File: src/gpb_pin_bank.sv
// Constants package for the two-bank GPIO block, and one eight-pin bank.
// Assumes the bank's write strobe and merged write word come from the
// register slave, and that the pin levels are already synchronous to clk.

package gpb_pkg;
  localparam int          GPB_PINS        = 8;        // Pins per bank
  localparam int          GPB_BANKS       = 2;        // Bank a and bank c
  localparam int          GPB_ADDR_W      = 12;
  localparam int          GPB_DATA_W      = 32;
  // Register byte addresses
  localparam logic [11:0] GPB_OFF_BANK_A  = 12'h000;
  localparam logic [11:0] GPB_OFF_BANK_C  = 12'h004;
  // Field positions: one byte lane per field, one bit per pin
  localparam int          GPB_FLD_DATA    = 0;
  localparam int          GPB_FLD_SPF     = 8;
  localparam int          GPB_FLD_DIR     = 16;
  localparam int          GPB_FLD_FSEL    = 24;
  // Reset values: every pin a plain input
  localparam logic [7:0]  GPB_RST_FSEL    = 8'h00;
  localparam logic [7:0]  GPB_RST_DIR     = 8'h00;
  localparam logic [7:0]  GPB_RST_SPF     = 8'h00;
  localparam logic [7:0]  GPB_RST_DATA    = 8'h00;
  localparam logic [31:0] GPB_RD_UNMAPPED = 32'h0000_0000;
endpackage : gpb_pkg

`timescale 1ns/10ps

module gpb_pin_bank
  import gpb_pkg::*;
#(
  parameter bit HAS_SPF = 1'b1
) (
  input  wire logic                  clk,
  input  wire logic                  rst,
  input  wire logic                  wr_en,
  input  wire logic [GPB_DATA_W-1:0] wr_word,
  input  wire logic [GPB_PINS-1:0]   alt_out,
  input  wire logic [GPB_PINS-1:0]   alt_oe,
  input  wire logic [GPB_PINS-1:0]   spf_out,
  input  wire logic [GPB_PINS-1:0]   spf_oe,
  output logic      [GPB_DATA_W-1:0] cfg_word,
  output logic      [GPB_PINS-1:0]   pin_out,
  output logic      [GPB_PINS-1:0]   pin_oe
);

  logic [GPB_PINS-1:0] fsel;
  logic [GPB_PINS-1:0] dir;
  logic [GPB_PINS-1:0] spf;
  logic [GPB_PINS-1:0] dout;
  logic [GPB_PINS-1:0] next_fsel;
  logic [GPB_PINS-1:0] next_dir;
  logic [GPB_PINS-1:0] next_spf;
  logic [GPB_PINS-1:0] next_dout;
  logic [GPB_PINS-1:0] next_pin_out;
  logic [GPB_PINS-1:0] next_pin_oe;

  // Configuration fields load as one word from the slave
  always_comb begin
    next_fsel = fsel;
    next_dir  = dir;
    next_spf  = spf;
    next_dout = dout;
    if (wr_en) begin
      next_fsel = wr_word[GPB_FLD_FSEL +: GPB_PINS];
      next_dir  = wr_word[GPB_FLD_DIR  +: GPB_PINS];
      next_dout = wr_word[GPB_FLD_DATA +: GPB_PINS];
      // No special function bit exists in bank a: stays zero
      next_spf  = HAS_SPF ? wr_word[GPB_FLD_SPF +: GPB_PINS] : GPB_RST_SPF;
    end
  end

  // Per-pin output mux, from the next values so pins move with the write
  for (genvar i = 0; i < GPB_PINS; i++) begin : g_pin
    always_comb begin
      if (next_fsel[i]) begin
        next_pin_out[i] = alt_out[i];
        next_pin_oe[i]  = alt_oe[i];
      end else if (next_spf[i]) begin
        next_pin_out[i] = spf_out[i];
        next_pin_oe[i]  = spf_oe[i];
      end else begin
        next_pin_out[i] = next_dout[i];
        next_pin_oe[i]  = next_dir[i];
      end
    end
  end

  // Registers only; outputs leave straight from these
  always_ff @(posedge clk or posedge rst) begin
    if (rst) begin
      fsel    <= GPB_RST_FSEL;
      dir     <= GPB_RST_DIR;
      spf     <= GPB_RST_SPF;
      dout    <= GPB_RST_DATA;
      pin_out <= GPB_RST_DATA;
      pin_oe  <= GPB_RST_DIR;
    end else begin
      fsel    <= next_fsel;
      dir     <= next_dir;
      spf     <= next_spf;
      dout    <= next_dout;
      pin_out <= next_pin_out;
      pin_oe  <= next_pin_oe;
    end
  end

  // Four fields of eight pins each fill the word
  assign cfg_word = {fsel, dir, spf, dout};

endmodule : gpb_pin_bank

File: src/gpb_gpio_bank_pair.sv
// Sixteen-pin GPIO block: APB register slave and two eight-pin banks.
// Assumes pin inputs are synchronous to CLK and a pad ring that combines
// each OUT/OE pair with its IN into a bidirectional pad.
//
// Functional notes
// - Sixteen general purpose pins, each one software configured.
// - Two control registers, each governing exactly eight pins.
// - Each pin has function select, direction and data bits; second-bank pins also have a special function bit.
// - Special function bit exists only in the second bank.
// - Reading a data bit returns the live pin level, whatever the direction.
// - Writing a data bit sets the level driven while the pin is an output.
// - All three configuration bits zero makes a plain input.
// - Direction one, others zero makes a plain output driving its data bit.
//
// Added by the designer: register access over APB and the placing of the registers.

`timescale 1ns/10ps

module gpb_gpio_bank_pair
  import gpb_pkg::*;
(
  input  wire logic                  CLK,
  input  wire logic                  RST,
  // APB slave
  input  wire logic                  PSEL,
  input  wire logic                  PENABLE,
  input  wire logic                  PWRITE,
  input  wire logic [GPB_ADDR_W-1:0] PADDR,
  input  wire logic [GPB_DATA_W-1:0] PWDATA,
  input  wire logic [3:0]            PSTRB,
  output logic      [GPB_DATA_W-1:0] PRDATA,
  output logic                       PREADY,
  output logic                       PSLVERR,
  // Bank a pins
  input  wire logic [GPB_PINS-1:0]   GPIO_A_IN,
  output logic      [GPB_PINS-1:0]   GPIO_A_OUT,
  output logic      [GPB_PINS-1:0]   GPIO_A_OE,
  // Bank c pins
  input  wire logic [GPB_PINS-1:0]   GPIO_C_IN,
  output logic      [GPB_PINS-1:0]   GPIO_C_OUT,
  output logic      [GPB_PINS-1:0]   GPIO_C_OE,
  // Alternate function sources, chosen by the function select bit
  input  wire logic [GPB_PINS-1:0]   ALT_A_OUT,
  input  wire logic [GPB_PINS-1:0]   ALT_A_OE,
  input  wire logic [GPB_PINS-1:0]   ALT_C_OUT,
  input  wire logic [GPB_PINS-1:0]   ALT_C_OE,
  // Special function source of bank c
  input  wire logic [GPB_PINS-1:0]   SPF_C_OUT,
  input  wire logic [GPB_PINS-1:0]   SPF_C_OE
);

  logic                  setup_phase;
  logic                  access_done;
  logic                  hit_a;
  logic                  hit_c;
  logic                  hit;
  logic [GPB_DATA_W-1:0] cfg_a;
  logic [GPB_DATA_W-1:0] cfg_c;
  logic [GPB_DATA_W-1:0] rd_word;
  logic [GPB_DATA_W-1:0] cur_word;
  logic [GPB_DATA_W-1:0] merged;
  logic                  wr_a;
  logic                  wr_c;
  logic [GPB_DATA_W-1:0] next_prdata;
  logic                  next_pready;
  logic                  next_pslverr;

  // Phase decode; PREADY is a flop so the access cycle always ends in one
  assign setup_phase = PSEL & ~PENABLE;
  assign access_done = PSEL & PENABLE & PREADY;

  // Address decode
  always_comb begin
    hit_a = 1'b0;
    hit_c = 1'b0;
    if (PADDR == GPB_OFF_BANK_A) begin
      hit_a = 1'b1;
    end else if (PADDR == GPB_OFF_BANK_C) begin
      hit_c = 1'b1;
    end
  end
  assign hit = hit_a | hit_c;

  // Read word: config fields from the bank, data lane from the pins
  always_comb begin
    rd_word  = GPB_RD_UNMAPPED;
    cur_word = GPB_RD_UNMAPPED;
    if (hit_a) begin
      cur_word = cfg_a;
      rd_word  = {cfg_a[GPB_DATA_W-1:GPB_PINS], GPIO_A_IN};
    end else if (hit_c) begin
      cur_word = cfg_c;
      rd_word  = {cfg_c[GPB_DATA_W-1:GPB_PINS], GPIO_C_IN};
    end
  end

  // Byte strobes pick lanes; unstrobed fields keep their stored value,
  // which spares software a read-modify-write for single fields
  for (genvar k = 0; k < 4; k++) begin : g_lane
    assign merged[8*k +: 8] = PSTRB[k] ? PWDATA[8*k +: 8] : cur_word[8*k +: 8];
  end

  // Writes land only at the edge that completes the access
  assign wr_a = access_done & PWRITE & hit_a;
  assign wr_c = access_done & PWRITE & hit_c;

  // Answer prepared in setup, presented throughout the access cycle
  always_comb begin
    next_pready  = setup_phase;
    next_pslverr = setup_phase & ~hit;
    next_prdata  = GPB_RD_UNMAPPED;
    if (setup_phase & ~PWRITE & hit) begin
      next_prdata = rd_word;
    end
  end

  // Slave response registers
  always_ff @(posedge CLK or posedge RST) begin
    if (RST) begin
      PRDATA  <= GPB_RD_UNMAPPED;
      PREADY  <= 1'b0;
      PSLVERR <= 1'b0;
    end else begin
      PRDATA  <= next_prdata;
      PREADY  <= next_pready;
      PSLVERR <= next_pslverr;
    end
  end

  // Bank a: eight pins, no special function source
  gpb_pin_bank #(
    .HAS_SPF (1'b0)
  ) u_bank_a (
    .clk      (CLK),
    .rst      (RST),
    .wr_en    (wr_a),
    .wr_word  (merged),
    .alt_out  (ALT_A_OUT),
    .alt_oe   (ALT_A_OE),
    .spf_out  (GPB_RST_SPF),
    .spf_oe   (GPB_RST_SPF),
    .cfg_word (cfg_a),
    .pin_out  (GPIO_A_OUT),
    .pin_oe   (GPIO_A_OE)
  );

  // Bank c: eight pins with the special function bit
  gpb_pin_bank #(
    .HAS_SPF (1'b1)
  ) u_bank_c (
    .clk      (CLK),
    .rst      (RST),
    .wr_en    (wr_c),
    .wr_word  (merged),
    .alt_out  (ALT_C_OUT),
    .alt_oe   (ALT_C_OE),
    .spf_out  (SPF_C_OUT),
    .spf_oe   (SPF_C_OE),
    .cfg_word (cfg_c),
    .pin_out  (GPIO_C_OUT),
    .pin_oe   (GPIO_C_OE)
  );

endmodule : gpb_gpio_bank_pair

File: config.mk
export PLATFORM = sky130hd
export DESIGN_NAME = gpb_gpio_bank_pair
export DESIGN_NICKNAME = d
export VERILOG_FILES = /design/src/gpb_pin_bank.sv /design/src/gpb_gpio_bank_pair.sv
export SDC_FILE = /design/constraint.sdc
export NUM_CORES = 1
export LEC_CHECK = 0
export CORE_ASPECT_RATIO = 1.4
export CORE_UTILIZATION = 35
export CTS_CLUSTER_DIAMETER = 200
export DETAILED_ROUTE_END_ITERATION = 10
export DONT_BUFFER_PORTS = 1
export SYNTH_ARGS = -nofsm -noshare
export SYNTH_HDL_FRONTEND = slang
export SYNTH_SLANG_ARGS = --single-unit
File: constraint.sdc
create_clock -name CLK -period 4.12 [get_ports CLK]
set_clock_uncertainty 0.1 [all_clocks]
set_input_delay 0.412 -clock CLK [delete_from_list [all_inputs] [get_ports CLK]]
set_output_delay 0.412 -clock CLK [all_outputs]
set_load 0.01 [all_outputs]
==> results of run 1 <==
==> cell type report <==
class | count | area (sq um) | area share
Timing Repair Buffer | 13 | 100 | 0.0137
Clock inverter | 14 | 235 | 0.0323
Inverter | 25 | 98.8 | 0.0136
Tap cell | 240 | 300 | 0.0412
Multi-Input combinational cell | 453 | 2860 | 0.392
Clock buffer | 18 | 439 | 0.0603
Sequential cell | 130 | 3250 | 0.447
==> what timing repair did <==
item,in CTS,in global routing
hold buffers,1,0
hold endpoints to repair,63,0
setup endpoints to repair,0,0
==> cell usage in the layout, fill, tap and decap left out, drive strengths merged <==
master and instances:
a221oi 1, or4 4, dlygate4sd3 1, nor2 67
dfrtp 130, and2 9, clkbuf 18, nor3 10
or3 9, nand2b 1, o21ai 64, nand3 2
nand2 73, nor2b 17, nand4 2, o22a 7
o31ai 14, clkinvlp 3, a31oi 7, mux2i 57
buf 12, o21a 5, a21oi 22, and4 2
a22o 1, a22oi 9, nor4 10, bufinv 6
o211a 1, o32a 1, clkinv 5, o211ai 1
or2 10, o22ai 7, nor4b 8, mux2 32
inv 25
==> power groups by stage <==
stage          combinational, mW  sequential (mW)  clock [mW]
2_1_floorplan             0.0837             1.30           0
3_3_place_gp              0.0885             1.30           0
3_5_place_dp              0.0900             1.30           0
4_1_cts                   0.0916             1.28        1.76
5_1_grt                    0.100             1.28        1.80
6_report                  0.0897             1.28        1.74
==> per-stage QoR <==
step           worst slack [ns]  cell area [sq um]
3_5_place_dp               1.09               6600
5_1_grt                   0.938               7290
2_1_floorplan             0.139               6370
6_report                   1.06               7290
3_3_place_gp               1.19               6600
4_1_cts                    1.08               7290
==> kinds of logic (layout without fill, tap and decap cells) <==
group           after synthesis  count (layout)  synth area share
compound gates              140             140             0.131
buf+inv                      64              70            0.0412
flops                       130             130             0.510
mux                          89              89             0.146
simple gates                224             224             0.172
==> routing by layer <==
layer | global-route usage | up-vias | routed length [microns]
met5 | 0 | - | 0
met4 | 0.0915 | 0 | 556
met3 | 0.0619 | 37 | 1580
met2 | 0.374 | 237 | 10400
met1 | 0.265 | 2517 | 8070
li1 | - | 2249 | -
==> worst max-delay path by stage <==
stage / start / endpoint / slack, ns / cells past startpoint
2_1_floorplan: RST / PRDATA[0] / 0.14 / 1
5_1_grt: PREADY / u_bank_a.pin_oe[6] / 0.94 / 7
3_3_place_gp: PREADY / u_bank_a.pin_out[6] / 1.19 / 7
4_1_cts: PREADY / u_bank_a.pin_oe[6] / 1.08 / 7
6_report: PREADY / u_bank_a.pin_oe[6] / 1.06 / 7
3_5_place_dp: PREADY / u_bank_a.pin_oe[6] / 1.09 / 7
==> impl_metrics.py, run 1 <==
metrics = {
    "clocking": {
        "htreeDepth": 4,
        "cts-root-buf": "clkbuf_16",
        "cts_resized": 0,
        "clk_pin_slew_worst_paths_ns": 0.06,
        "postCtsSetupRepairBufs": 0,
        "cts.path.max_buffers": 2,
        "cts_inserted_buffers": 17,
        "numClockSinks": 130,
        "cts_tree": "yes",
        "clk_latency_ns": 0.42,
    },
    "drt": {
        "drc": 0,
        "wl_per_cell_microns": 23.0,
        "vias": 5040,
        "dr.pass1.iters": 5,
        "first_iter_violations": 346,
        "totalWireLength_mm": 20.6,
        "vias_per_cell": 5.64,
        "antenna_left": 0,
    },
    "place": {
        "dp_cells": 860,
        "port_buffers": 0,
        "place_congestion": 0.848,
        "hpwl_mm": 13.9,
    },
    "final_layout": {
        "final_util": 0.406,
        "largest_reg_flops": 32,
        "syn_to_final_growth_pct": 14.3,
        "final_cells": 893,
        "layout.nets": 757,
        "drive_above_1_share": 0.124,
        "fillerInstances": 1766,
        "largest_register": "PRDATA",
        "diodes": 0,
    },
    "sta": {
        "hold_ws_ns": 0.0142,
        "grt_setup_unrepaired": "false",
        "max_freq_mhz": 327,
        "finalSetupViolCount": 0,
        "hold_viol_final": 0,
        "max_slew.worst_pin.slew_ns": 0.861,
        "min_period_ns": 3.06,
        "timing.final.crit_share": 0.742,
        "maxSlewHeadroom": 0.425,
        "finalSetupTns_ns": 0,
        "report.final.slew_viol_count": 0,
    },
    "logic_synthesis": {
        "synth.most_common_cell": "dfrtp_1",
        "synth-edff-count": 0,
        "yosys_warnings": 0,
        "synth_seq_area_share": 0.510,
        "synth_top_area_cell": "dfrtp_1",
        "ys_seq_elements": 130,
        "yosys-top-cells-count": "dfrtp_1, nand2_1, nor2_1",
        "synthArstFlopShare": 1.00,
        "syn_area_per_cell_sq_um": 9.85,
        "syn_nets": 764,
        "synth_top_area_frac": 0.510,
        "synthFlopType": "dfrtp_1",
        "syn_inst": 647,
        "synth_area_leaders": "dfrtp_1, mux2i_1, nand2_1",
        "synth.distinct_cells": 42,
        "synth_area_sq_mm": 0.00637,
    },
    "grt": {
        "grt_pass1_vias": 5220,
        "antenna_found_initial": 0,
        "track_usage": 0.223,
        "overflow": 0,
        "grt_pass1_wl_mm": 30.2,
        "grt_max_degree": 66,
    },
    "power": {
        "sequentialPowerShare": 0.412,
        "combPwrFrac": 0.029,
        "power_switching_mw": 0.652,
        "ir_drop_v": 0.000270,
        "p_leak_nw": 3.43,
        "p_int_mw": 2.46,
        "pwr-share-clk": 0.560,
        "power_density_mw_per_mm2": 427,
        "finalPower_mw": 3.11,
        "power_switching_share": 0.210,
    },
    "critical_path": {
        "critPathBufInv": 2,
        "worstPathArrival_ns": 3.26,
        "regToRegSetupSlack_ns": 1.06,
        "crit_path_end_kind": "register",
        "start_kind": "register",
        "worstRegToRegCells": 7,
        "cp_data_required_time_ns": 4.32,
        "regToRegEndpoint": "u_bank_a.pin_oe[6]",
        "path_max_fanout": 25,
        "worst_path_most_repeated_cell": "buf_4",
        "critPathSlowestCell": "or2_2",
        "cpPeakStageDelay_ns": 0.59,
        "crit_family": "simple AND/OR/NAND/NOR gates",
        "crit_path_cell_trace": "and4_1, nand4_1, buf_4, or2_2, buf_4, mux2i_1, mux2_1",
        "r2r_start": "PREADY",
        "path_class": "register to register",
    },
    "floorplanning": {
        "rows": 58,
        "die_y_microns": 162,
        "core-area_sq_mm": 0.0179,
        "dieArea_sq_mm": 0.0188,
        "io_pins": 183,
        "initial_utilization": 0.356,
        "die_width_microns": 116,
    },
    "hold_path": {
        "hold-path-endpoint": "u_bank_a.pin_oe[2]",
        "hold_depth": 1,
        "hp-class": "input pin to register",
        "hold_start": "ALT_A_OE[2]",
    },
    "outcome": {
        "status": "finished, final reports clean",
    },
    "job": {
        "cap_viol_max_count": 0,
    },
}
Note: power is estimated with default switching activity, not from simulation.
==> run 2: changes to the inputs <==
==> constraint.sdc (replaced) <==
create_clock -name CLK -period 2.5 [get_ports CLK]
set_clock_uncertainty 0.1 [all_clocks]
set_input_delay 0.25 -clock CLK [delete_from_list [all_inputs] [get_ports CLK]]
set_output_delay 0.25 -clock CLK [all_outputs]
set_load 0.01 [all_outputs]
==> impl_metrics.py, run 2 (synthesis results as in run 1) <==
metrics = {
    "drt": {
        "vias": 5392,
        "antenna_left": 0,
        "drc": 0,
        "dr.pass1.iters": 6,
        "vias_per_cell": 5.56,
        "totalWireLength_mm": 21.3,
        "first_iter_violations": 348,
        "wl_per_cell_microns": 21.9,
    },
    "critical_path": {
        "regToRegEndpoint": "u_bank_c.pin_oe[0]",
        "cp.depth": 6,
        "worstRegToRegCells": 6,
        "startpoint": "PREADY",
        "regToRegSetupSlack_ns": 0.10,
        "r2r_start": "PREADY",
        "start_kind": "register",
        "cpPeakStageDelay_ns": 0.68,
        "worstSetupEndpoint": "u_bank_c.pin_oe[0]",
        "crit_path_end_kind": "register",
        "crit_path_cell_trace": "and4_1, buf_4, nand2_1, nor4b_1, or2_2, a31oi_1",
        "critPathSlowestCell": "nor4b_1",
        "worstPathArrival_ns": 2.60,
        "crit_family": "simple AND/OR/NAND/NOR gates",
        "cp_data_required_time_ns": 2.71,
        "path_max_fanout": 8,
        "path_class": "register to register",
        "critPathBufInv": 1,
    },
    "clocking": {
        "clk_latency_ns": 0.43,
        "cts_inserted_buffers": 17,
        "clk_pin_slew_worst_paths_ns": 0.06,
        "cts.path.max_buffers": 2,
        "cts_tree": "yes",
        "numClockSinks": 130,
        "htreeDepth": 4,
        "cts-root-buf": "clkbuf_16",
    },
    "final_layout": {
        "final_common_cell": "dfrtp_1",
        "layout.nets": 833,
        "diodes": 0,
        "layout_common_cells": "dfrtp_1, nand2_1, nor2_1",
        "largest_register": "PRDATA",
        "syn_to_final_growth_pct": 25.3,
        "drive_above_1_share": 0.133,
        "largest_reg_flops": 32,
    },
    "sta": {
        "finalSetupTns_ns": 0,
        "maxSlewHeadroom": 0.561,
        "max_slew.worst_pin.slew_ns": 0.649,
        "min_period_ns": 2.40,
        "timing.final.crit_share": 0.959,
        "grt_setup_unrepaired": "false",
        "finalSetupViolCount": 0,
        "report.final.slew_viol_count": 0,
        "hold_viol_final": 0,
        "max_freq_mhz": 417,
    },
    "floorplanning": {
        "core-area_sq_mm": 0.0179,
        "rows": 58,
        "die_y_microns": 162,
        "die_width_microns": 116,
        "initial_utilization": 0.356,
        "dieArea_sq_mm": 0.0188,
        "io_pins": 183,
    },
    "power": {
        "finalPower_mw": 4.87,
        "p_leak_nw": 3.74,
        "ir_drop_v": 0.000416,
        "power_density_mw_per_mm2": 609,
    },
    "grt": {
        "overflow": 0,
        "antenna_found_initial": 0,
        "grt_pass1_wl_mm": 32.1,
        "grt_max_degree": 77,
        "track_usage": 0.233,
        "grt_pass1_vias": 5685,
    },
    "outcome": {
        "status": "finished, final reports clean",
    },
    "hold_path": {
        "hp-class": "input pin to register",
    },
    "place": {
        "port_buffers": 0,
        "place_congestion": 0.856,
        "hpwl_mm": 14.2,
    },
    "job": {
        "cap_viol_max_count": 0,
    },
}
-- run 2: cell type report --
cell class	count	area (sq um)
fill	1737	9940
sequential	130	3250
multi-input combinational	453	2870
timing repair buffer	89	886
clock buffer	17	425
tap	240	300
clock inverter	15	159
inverter	25	97.6
-- run 2: where the power goes --
group	total [mW]	internal, mW	switching [mW]
Sequential	2.11	2.11	0.00165
Combinational	0.253	0.128	0.125
Clock	2.51	1.48	1.03
-- run 2: worst reg2reg max path: stages, from the launching register on --
cell and delay, ns:
dfrtp_1 0.34, and4_1 0.29, buf_4 0.16, nand2_1 0.38, nor4b_1 0.68, or2_2 0.24, a31oi_1 0.08
-- run 2: worst min path at each step --
stage	startpoint	to	slack (ns)	cells past startpoint
2_1_floorplan	ALT_A_OE[1]	u_bank_a.pin_oe[1]	0.28	1
3_3_place_gp	RST	u_bank_c.pin_out[1]	0.04	1
3_5_place_dp	RST	u_bank_c.pin_out[1]	0.05	1
4_1_cts	SPF_C_OUT[3]	u_bank_c.pin_out[3]	0.00009	3
5_1_grt	PSTRB[1]	u_bank_c.spf[1]	0.02	2
6_report	SPF_C_OUT[3]	u_bank_c.pin_out[3]	0.01	3
-- run 2: per-layer routing --
layer,routed length [microns],track usage,vias to the layer above,share of wire
met1,8500,0.275,2702,0.40
met4,841,0.121,0,0.040
met5,0,0,-,0
li1,-,-,2408,-
met3,1520,0.0616,53,0.071
met2,10400,0.384,229,0.49
-- run 2: metrics by stage --
step | setup slack [ns] | util | cells | cell area [sq um] | hold WS, ns
finish | 0.103 | 0.446 | 969 | 7990 | 0.0116
floorplan | 0.251 | - | 647 | 6380 | 0.282
global route | 0.00658 | 0.446 | 969 | 7990 | 0.0238
detailed placement | 0.0645 | 0.377 | 874 | 6760 | 0.0491
CTS | 0.142 | 0.445 | 969 | 7980 | 0.0000899
global placement | 0.0896 | 0.377 | 874 | 6760 | 0.0384
-- run 2: what timing repair did --
item | in CTS | in global routing
hold buffers | 63 | 0
hold endpoints to repair | 84 | 0
setup buffers | 0 | 0
gates resized for setup | 0 | 1
setup endpoints to repair | 0 | 1
